===== config.mk =====
export PLATFORM = sky130hd
export DESIGN_NAME = uab_core
export DESIGN_NICKNAME = d
export VERILOG_FILES = /design/src/design/uab_pkg.sv /design/src/design/uab_core.sv /design/src/design/uab_sync.sv /design/src/design/uab_edge.sv
export SDC_FILE = /design/constraint.sdc
export NUM_CORES = 1
export LEC_CHECK = 0
export CORE_MARGIN = 3
export CORE_UTILIZATION = 44
export CTS_BUF_LIST = sky130_fd_sc_hd__clkbuf_4
export DETAILED_ROUTE_END_ITERATION = 10
export DONT_BUFFER_PORTS = 1
export SLEW_MARGIN = 0
export SYNTH_ARGS = -nofsm -noshare
export SYNTH_HDL_FRONTEND = slang
export SYNTH_SLANG_ARGS = --single-unit

===== constraint.sdc =====
create_clock -name sys_clk -period 2.15 [get_ports sys_clk]
set_input_delay 0.3225 -clock sys_clk [delete_from_list [all_inputs] [get_ports sys_clk]]
set_output_delay 0.3225 -clock sys_clk [all_outputs]
set_load 0.01 [all_outputs]

===== src/design/uab_pkg.sv =====
// Package: register map, field positions and state codes of the auto-baud / wake block
package uab_pkg;
  localparam int unsigned ADDR_W = 4;
  localparam int unsigned DATA_W = 16;
  localparam logic [ADDR_W-1:0] ADDR_CTRL   = 4'h0;
  localparam logic [ADDR_W-1:0] ADDR_STATUS = 4'h1;
  localparam logic [ADDR_W-1:0] ADDR_MASK   = 4'h2;
  localparam logic [ADDR_W-1:0] ADDR_DATA   = 4'h3;
  localparam logic [ADDR_W-1:0] ADDR_DIV    = 4'h4;
  localparam logic [ADDR_W-1:0] ADDR_EVENTS = 4'h5;
  localparam int unsigned CTRL_ABD   = 0;
  localparam int unsigned CTRL_WAKE  = 1;
  localparam int unsigned CTRL_OVF   = 2;
  localparam int unsigned CTRL_ASYNC = 3;
  localparam int unsigned CTRL_SLEEP = 4;
  localparam int unsigned CTRL_IDLE  = 5;
  localparam int unsigned CTRL_RXEN  = 6;
  localparam int unsigned EV_W     = 4;
  localparam int unsigned EV_RXINT = 0;
  localparam int unsigned EV_OVF   = 1;
  localparam int unsigned EV_WAKE  = 2;
  localparam int unsigned EV_DONE  = 3;
  localparam logic [7:0] CTRL_RESET = 8'h08;
  localparam logic [3:0] ABD_EDGES = 4'h5;
  localparam int unsigned DIV_W = 16;
  localparam logic [DATA_W-1:0] ZERO_WORD = 16'h0000;
  typedef enum logic [3:0] {
    UAB_IDLE  = 4'b0001,
    UAB_ABD   = 4'b0010,
    UAB_WAKE  = 4'b0100,
    UAB_BREAK = 4'b1000
  } uab_state_t;
endpackage


===== src/design/uab_core.sv =====
// Auto-baud overflow handling and wake-on-break core of the serial receiver
//
// The implementer's own choices: the register offsets and the plain strobed port.
`timescale 1ns/1ns
`default_nettype none
module uab_core
  import uab_pkg::*;
#(
  parameter int unsigned CNT_W = uab_pkg::DIV_W
) (
  input  wire logic                       sys_clk,
  input  wire logic                       rst_n,
  input  wire logic                       receive_line_pin,
  input  wire logic [uab_pkg::ADDR_W-1:0] addr,
  input  wire logic [uab_pkg::DATA_W-1:0] wdata,
  input  wire logic                       wr_stb,
  input  wire logic                       rd_stb,
  output var  logic [uab_pkg::DATA_W-1:0] rdata,
  output var  logic                       irq,
  output var  logic                       receive_int_flag,
  output var  logic                       receive_idle_flag,
  output var  logic                       start_bit_pulse
);
  import uab_pkg::*;

  logic rx_s;
  logic rx_rise;
  logic rx_fall;
  uab_state_t state_r;
  uab_state_t state_nxt;
  logic autobaud_enable_r;
  logic wake_on_break_enable_r;
  logic autobaud_overflow_flag_r;
  logic async_mode_r;
  logic sleep_r;
  logic rxen_r;
  logic [CNT_W-1:0] cnt_r;
  logic [CNT_W-1:0] baud_divisor_pair_r;
  logic [3:0] edges_r;
  logic rxint_ovf_r;
  logic rxint_wake_r;
  logic rxint_rearm_r;
  logic receive_done_flag_r;
  logic [EV_W-1:0] status_r;
  logic [EV_W-1:0] mask_r;

  uab_sync u_sync (
    .sys_clk (sys_clk),
    .rst_n   (rst_n),
    .din     (receive_line_pin),
    .dout    (rx_s)
  );

  uab_edge u_edge (
    .sys_clk (sys_clk),
    .rst_n   (rst_n),
    .level   (rx_s),
    .rise    (rx_rise),
    .fall    (rx_fall)
  );

  function automatic logic hit(input logic [ADDR_W-1:0] a, input logic [ADDR_W-1:0] reg_a, input logic stb);
    hit = stb && (a == reg_a);
  endfunction

  wire wr_ctrl    = hit(addr, ADDR_CTRL, wr_stb);
  wire wr_mask    = hit(addr, ADDR_MASK, wr_stb);
  wire rd_status  = hit(addr, ADDR_STATUS, rd_stb);
  wire rd_data    = hit(addr, ADDR_DATA, rd_stb);
  wire cnt_max    = &cnt_r;
  wire in_abd     = (state_r == UAB_ABD);
  wire fifth_rise = in_abd && rx_rise && (edges_r == ABD_EDGES - 4'h1);
  wire ovf_event  = in_abd && cnt_max && !autobaud_overflow_flag_r;
  // Sleep has no baud clock, so only the wake monitor may run then
  wire wake_ok    = wake_on_break_enable_r && async_mode_r;
  wire wake_event = (state_r == UAB_WAKE) && rx_fall;
  wire break_end  = (state_r == UAB_BREAK) && rx_rise;
  wire abd_start  = autobaud_enable_r && !wake_ok && !sleep_r && (state_r == UAB_IDLE) && rx_fall;
  wire abd_quit   = in_abd && !autobaud_enable_r;
  wire rearm_hit  = fifth_rise && rxint_rearm_r;
  wire [EV_W-1:0] ev_vec = {fifth_rise, wake_event, ovf_event, ovf_event | wake_event | rearm_hit};
  wire [DATA_W-1:0] ctrl_view = {9'h000, rxen_r, (state_r == UAB_IDLE) && !in_abd, sleep_r,
                                 async_mode_r, autobaud_overflow_flag_r, wake_on_break_enable_r,
                                 autobaud_enable_r};

  always_comb begin
    state_nxt = state_r;
    unique case (state_r)
      UAB_IDLE: begin
        if (wake_ok)        state_nxt = UAB_WAKE;
        else if (abd_start) state_nxt = UAB_ABD;
      end
      UAB_ABD: begin
        if (fifth_rise || abd_quit) state_nxt = UAB_IDLE;
      end
      UAB_WAKE: begin
        if (!wake_ok)        state_nxt = UAB_IDLE;
        else if (wake_event) state_nxt = UAB_BREAK;
      end
      UAB_BREAK: begin
        if (break_end) state_nxt = UAB_IDLE;
      end
    endcase
  end

  always_ff @(posedge sys_clk) begin
    if (!rst_n) state_r <= UAB_IDLE;
    else        state_r <= state_nxt;
  end

  // Counter saturates at all ones; past that the overflow flag carries it
  always_ff @(posedge sys_clk) begin
    if (!rst_n) begin
      cnt_r   <= '0;
      edges_r <= '0;
    end else if (abd_start) begin
      cnt_r   <= '0;
      edges_r <= '0;
    end else if (in_abd) begin
      if (!cnt_max) cnt_r <= cnt_r + 1'b1;
      if (rx_rise)  edges_r <= edges_r + 4'h1;
    end
  end

  always_ff @(posedge sys_clk) begin
    if (!rst_n) baud_divisor_pair_r <= '0;
    else if (fifth_rise && !autobaud_overflow_flag_r) baud_divisor_pair_r <= cnt_r;
  end

  always_ff @(posedge sys_clk) begin
    if (!rst_n) begin
      autobaud_enable_r      <= CTRL_RESET[CTRL_ABD];
      wake_on_break_enable_r <= CTRL_RESET[CTRL_WAKE];
      async_mode_r           <= CTRL_RESET[CTRL_ASYNC];
      sleep_r                <= CTRL_RESET[CTRL_SLEEP];
      rxen_r                 <= CTRL_RESET[CTRL_RXEN];
    end else begin
      if (wr_ctrl) begin
        async_mode_r <= wdata[CTRL_ASYNC];
        sleep_r      <= wdata[CTRL_SLEEP];
        rxen_r       <= wdata[CTRL_RXEN];
      end
      if (fifth_rise)   autobaud_enable_r <= 1'b0;
      else if (wr_ctrl) autobaud_enable_r <= wdata[CTRL_ABD];
      if (break_end)    wake_on_break_enable_r <= 1'b0;
      else if (wr_ctrl) wake_on_break_enable_r <= wdata[CTRL_WAKE];
    end
  end

  // Set wins over the software clear
  always_ff @(posedge sys_clk) begin
    if (!rst_n)                                  autobaud_overflow_flag_r <= 1'b0;
    else if (ovf_event)                          autobaud_overflow_flag_r <= 1'b1;
    else if (wr_ctrl && !wdata[CTRL_OVF])        autobaud_overflow_flag_r <= 1'b0;
  end

  always_ff @(posedge sys_clk) begin
    if (!rst_n) begin
      rxint_ovf_r   <= 1'b0;
      rxint_wake_r  <= 1'b0;
      rxint_rearm_r <= 1'b0;
    end else begin
      rxint_ovf_r   <= ovf_event | rearm_hit | (rxint_ovf_r & ~rd_data);
      rxint_wake_r  <= wake_event | (rxint_wake_r & ~rd_data);
      rxint_rearm_r <= (in_abd && autobaud_overflow_flag_r && rd_data) |
                       (rxint_rearm_r & in_abd & ~fifth_rise);
    end
  end

  always_ff @(posedge sys_clk) begin
    if (!rst_n) receive_done_flag_r <= 1'b0;
    else        receive_done_flag_r <= fifth_rise | (receive_done_flag_r & ~rd_data);
  end

  always_ff @(posedge sys_clk) begin
    if (!rst_n) begin
      status_r <= '0;
      mask_r   <= '0;
    end else begin
      status_r <= ev_vec | (status_r & ~{EV_W{rd_status}});
      if (wr_mask) mask_r <= wdata[EV_W-1:0];
    end
  end

  always_ff @(posedge sys_clk) begin
    if (!rst_n) begin
      rdata             <= ZERO_WORD;
      irq               <= 1'b0;
      receive_int_flag  <= 1'b0;
      receive_idle_flag <= 1'b1;
      start_bit_pulse   <= 1'b0;
    end else begin
      unique case (1'b1)
        hit(addr, ADDR_CTRL, rd_stb):   rdata <= ctrl_view;
        rd_status:                      rdata <= {{(DATA_W-EV_W){1'b0}}, status_r};
        hit(addr, ADDR_MASK, rd_stb):   rdata <= {{(DATA_W-EV_W){1'b0}}, mask_r};
        rd_data:                        rdata <= ZERO_WORD;
        hit(addr, ADDR_DIV, rd_stb):    rdata <= baud_divisor_pair_r;
        hit(addr, ADDR_EVENTS, rd_stb): rdata <= {12'h000, receive_done_flag_r, rxint_rearm_r,
                                                  rxint_wake_r, rxint_ovf_r};
        default:                        rdata <= ZERO_WORD;
      endcase
      irq               <= |((ev_vec | (status_r & ~{EV_W{rd_status}})) & mask_r);
      receive_int_flag  <= (ovf_event | rearm_hit | wake_event) |
                           ((rxint_ovf_r | rxint_wake_r) & ~rd_data);
      receive_idle_flag <= (state_nxt != UAB_ABD) && (state_nxt != UAB_BREAK);
      // Without auto-baud or wake, a fall is a start bit for the receiver
      start_bit_pulse   <= rx_fall && rxen_r && !sleep_r && !wake_ok &&
                           (state_r == UAB_IDLE) && !autobaud_enable_r;
    end
  end

  a_ovf_sets_int: assert property (@(posedge sys_clk) disable iff (!rst_n)
    ovf_event |=> receive_int_flag && autobaud_overflow_flag_r)
    else $error("overflow did not raise interrupt");
  a_ovf_sticky: assert property (@(posedge sys_clk) disable iff (!rst_n)
    autobaud_overflow_flag_r && !(wr_ctrl && !wdata[CTRL_OVF]) |=> autobaud_overflow_flag_r)
    else $error("overflow flag cleared without write");
  a_idle_in_abd: assert property (@(posedge sys_clk) disable iff (!rst_n)
    in_abd && !fifth_rise && !abd_quit |=> !receive_idle_flag)
    else $error("idle flag high during detection");
  a_idle_at_fifth: assert property (@(posedge sys_clk) disable iff (!rst_n)
    fifth_rise |=> receive_idle_flag)
    else $error("idle flag not set at fifth rise");
  a_rearm_fifth: assert property (@(posedge sys_clk) disable iff (!rst_n)
    fifth_rise && rxint_rearm_r |=> receive_int_flag)
    else $error("fifth rise did not re-raise interrupt");
  a_wake_int: assert property (@(posedge sys_clk) disable iff (!rst_n)
    wake_event |=> receive_int_flag ##0 (state_r == UAB_BREAK))
    else $error("wake event without interrupt");
  a_break_clears: assert property (@(posedge sys_clk) disable iff (!rst_n)
    break_end |=> !wake_on_break_enable_r ##1 (state_r == UAB_IDLE))
    else $error("wake enable not cleared at break end");
  a_wake_async_only: assert property (@(posedge sys_clk) disable iff (!rst_n)
    !async_mode_r && (state_r == UAB_IDLE) |=> state_r != UAB_WAKE)
    else $error("wake armed outside asynchronous mode");
  a_wake_no_start: assert property (@(posedge sys_clk) disable iff (!rst_n)
    wake_ok |=> !start_bit_pulse)
    else $error("start bit seen while wake enabled");
  a_counter_runs: assert property (@(posedge sys_clk) disable iff (!rst_n)
    in_abd && !cnt_max && !abd_start |=> cnt_r == $past(cnt_r) + 1'b1)
    else $error("measurement counter stalled");
  a_data_rd_clear: assert property (@(posedge sys_clk) disable iff (!rst_n)
    rd_data && !ovf_event && !rearm_hit && !wake_event |=> !receive_int_flag)
    else $error("data read did not clear interrupt");
  a_sleep_no_start: assert property (@(posedge sys_clk) disable iff (!rst_n)
    sleep_r |=> !start_bit_pulse)
    else $error("start bit seen in sleep");
  a_abd_quit_idle: assert property (@(posedge sys_clk) disable iff (!rst_n)
    abd_quit |=> state_r == UAB_IDLE)
    else $error("detection not left on enable clear");
  a_fifth_ends_abd: assert property (@(posedge sys_clk) disable iff (!rst_n)
    fifth_rise |=> !autobaud_enable_r && !in_abd)
    else $error("detection not ended at fifth rise");
endmodule
`default_nettype wire


===== src/design/uab_sync.sv =====
// Two-flop synchroniser for the receive line pin
`timescale 1ns/1ns
`default_nettype none
module uab_sync (
  input  wire logic sys_clk,
  input  wire logic rst_n,
  input  wire logic din,
  output var  logic dout
);
  logic meta_r;
  // Idle high line, so the chain resets to one to avoid a false falling edge
  always_ff @(posedge sys_clk) begin
    if (!rst_n) begin
      meta_r <= 1'b1;
      dout   <= 1'b1;
    end else begin
      meta_r <= din;
      dout   <= meta_r;
    end
  end
endmodule
`default_nettype wire


===== src/design/uab_edge.sv =====
// Rising and falling edge detector on a synchronised level
`timescale 1ns/1ns
`default_nettype none
module uab_edge (
  input  wire logic sys_clk,
  input  wire logic rst_n,
  input  wire logic level,
  output var  logic rise,
  output var  logic fall
);
  logic prev_r;
  always_ff @(posedge sys_clk) begin
    if (!rst_n) prev_r <= 1'b1;
    else        prev_r <= level;
  end
  assign rise = level & ~prev_r;
  assign fall = ~level & prev_r;
endmodule
`default_nettype wire


==> flow_metrics.py <==
metrics = {
    "die": {
        "die_w_um": 94.4,
        "ios": 45,
        "num_rows": 31,
        "die-area_mm2": 0.00892,
        "coreArea_mm2": 0.00741,
        "start_util_pct": 46.4,
        "chipHeight_um": 94.4,
    },
    "setup_path": {
        "crit_required_ns": 2.48,
        "reg2reg_from": "state_r[3]",
        "cp.arrival_ns": 2.38,
        "ff2ff_path_depth": 5,
        "rr_endpoint": "receive_idle_flag",
        "rrSetupSlack_ns": 0.1,
        "worstSetupEndpoint": "receive_idle_flag",
        "criticalPathCategory": "register to register",
        "critPathMaxFanout": 5,
        "end_kind": "register",
        "critPathLaunchType": "register",
        "startpoint": "state_r[3]",
    },
    "global_route": {
        "grt_use_met1_pct": 25.0,
        "top_usage_layer": "met2",
        "grt_use_met3_pct": 4.94,
        "first_global_vias": 2527,
        "grt_antenna_before_repair": 0,
        "grt_usage_pct": 18.2,
        "grt_max_degree": 22,
        "grt_overflow": 0,
        "gr-usage-met2_pct": 27.4,
        "grt_pass1_wl_um": 12600,
    },
    "power": {
        "ir_drop_mv": 0.335,
        "p_total_mw": 2.56,
        "p_leak_nw": 1.30,
        "p_per_area_mw_per_mm2": 665,
    },
    "detailed_routing": {
        "drt_drc_violations_left": 0,
        "vias_per_cell": 5.38,
        "avgRoutedWirePerCell_um": 14.7,
        "drtIter0Drc": 142,
        "wl_um": 7560,
        "drt_pass1_iterations": 5,
        "ant_nets": 0,
        "dr_total_vias": 2763,
    },
    "placed_design": {
        "preCtsSetupSlack_ns": 0.0934,
        "dp_cells": 486,
        "dp_hpwl_um": 5260,
        "placed_cell_area_mm2": 0.00358,
        "gp_congestion": 0.914,
        "portBuffers": 0,
    },
    "synthesis": {
        "async_reset_ff_share_pct": 0,
        "syn-cell-area_mm2": 0.00344,
        "yosysMostFrequentCell": "dfxtp_1",
        "netlist_top_cells_area": "dfxtp_1 (47%), nand2_1 (5.9%), a21oi_1 (5.1%)",
        "synth_top_cell_area_share_pct": 47.1,
        "syn-num-nets": 422,
        "synth_ff_type": "dfxtp_1",
        "ys_types": 55,
        "yosys_warnings": 0,
        "synth_cells": 394,
        "syn_area_per_cell_um2": 8.73,
        "yosysSeqAreaShare_pct": 47.1,
        "synth-seq-cells": 81,
        "yosysTopAreaCell": "dfxtp_1",
        "netlist_top_cells_count": "dfxtp_1 (81), nand2_1 (54), a21oi_1 (35), nor2_1 (34), nand3_1 (20)",
        "synth_edf_count": 0,
    },
    "outcome": {
        "status": "complete, no violations",
    },
    "timing": {
        "slew_headroom_pct": 66.2,
        "period_share_pct": 95.6,
        "finalMaxSlewViolations": 0,
        "setup_slack_ns": 0.0952,
        "fmax_mhz": 487,
        "period_needed_ns": 2.05,
        "setup_viol": 0,
        "worst_slew_pin_slew_ns": 0.494,
        "worst_clock_skew_ns": 0.0202,
        "hold_violations": 0,
        "hold-worst-slack_ns": 0.0272,
    },
    "layout": {
        "final_cells": 514,
        "final_cell_area_mm2": 0.00385,
        "layout-drive-gt1-share_pct": 10.8,
        "syn_to_final_growth_pct": 12.0,
        "fillers": 727,
        "fin_nets": 438,
        "antennaDiodeCount": 0,
    },
    "clocking": {
        "cts_buffers": 9,
        "clock-sinks": 81,
        "h-tree-depth": 3,
        "cts_max_path_buffers": 2,
        "clk_pin_slew_ns": 0.14,
        "cts_tree": "done",
        "clock_latency_ns": 0.45,
        "clock-root-buffer": "clkbuf_4",
    },
    "worst_hold_path": {
        "min_path_type": "input pin to register",
    },
    "flow_run": {
        "cap_violations": 0,
    },
}
[cell type report]
type | count | area (um2) | area share, %
clock inverter | 7 | 83.8 | 2.18
clock buffer | 9 | 67.6 | 1.75
inverter | 13 | 48.8 | 1.27
timing repair buffer | 28 | 245 | 6.37
multi-input combinational | 277 | 1660 | 43.1
tap | 99 | 124 | 3.22
sequential | 81 | 1620 | 42.1
[layout by cell type (no fill, tap or decap), types with 11 or more instances in the layout]
master / count
a21oi_1: 35
and2_1: 15
buf_4: 18
dfxtp_1: 81
inv_1: 12
mux2i_1: 13
nand2_1: 54
nand3_1: 20
nor2_1: 34
xnor2_1: 11
[worst max-delay path, cell delays in order (launching register included)]
cell,delay [ns]
dfxtp_1,0.39
or3_4,0.42
nor3_4,0.19
nand2_1,0.09
a311o_1,0.37
or4_1,0.50
[metal layers]
metal  vias up  share of wire [%]
met5         -                  0
met4         0                1.1
met3         7                5.5
met2        71                 46
met1      1271                 48
li1       1414                  -
[cells by family after synthesis]
family                   after synthesis  share of synthesized area, %
buffers and inverters                 36                          4.80
XOR/XNOR                              14                          3.56
AO/OA/AOI/OAI                         71                          13.2
AND/OR/NAND/NOR                      176                          26.5
multiplexers                          13                          3.78
flip-flops                            81                          47.1
adder cells (fa/ha/maj)                3                          1.09
[through the flow]
step                util [%]  TNS [ns]
CTS                     51.6         0
floorplan                  -         0
detailed placement      48.3         0
finish                  52.0         0
global route            52.0  -0.00750
global placement        48.3         0
[report_power, final]
group	leakage (nW)	total, mW	switching (mW)	internal (mW)
combinational	0.565	0.0740	0.0411	0.0329
sequential	0.653	1.51	0.00457	1.51
clock	0.0799	0.977	0.598	0.379
[registers in the layout (all words and copies together) (netlist names), 4 cells and up]
signal / count
mask_r: 4
rdata: 16
baud_divisor_pair_r: 16
cnt_r: 16
state_r: 4
edges_r: 4
status_r: 4
[how the worst min path moves through the flow]
stage,cells after the start,to,from
detailed placement,1,u_sync.dout,u_sync.meta_r
global placement,1,async_mode_r,rst_n
global route,2,mask_r[2],addr[1]
floorplan,1,u_sync.dout,u_sync.meta_r
finish,2,mask_r[2],addr[1]
CTS,2,mask_r[2],addr[1]
[what timing repair did]
action,in CTS,in global routing
buffers inserted,0,3
hold buffers,9,0
setup endpoints to repair,0,7
hold endpoints to repair,10,0
resized for setup,0,1
(Power assumes the default switching activity.)
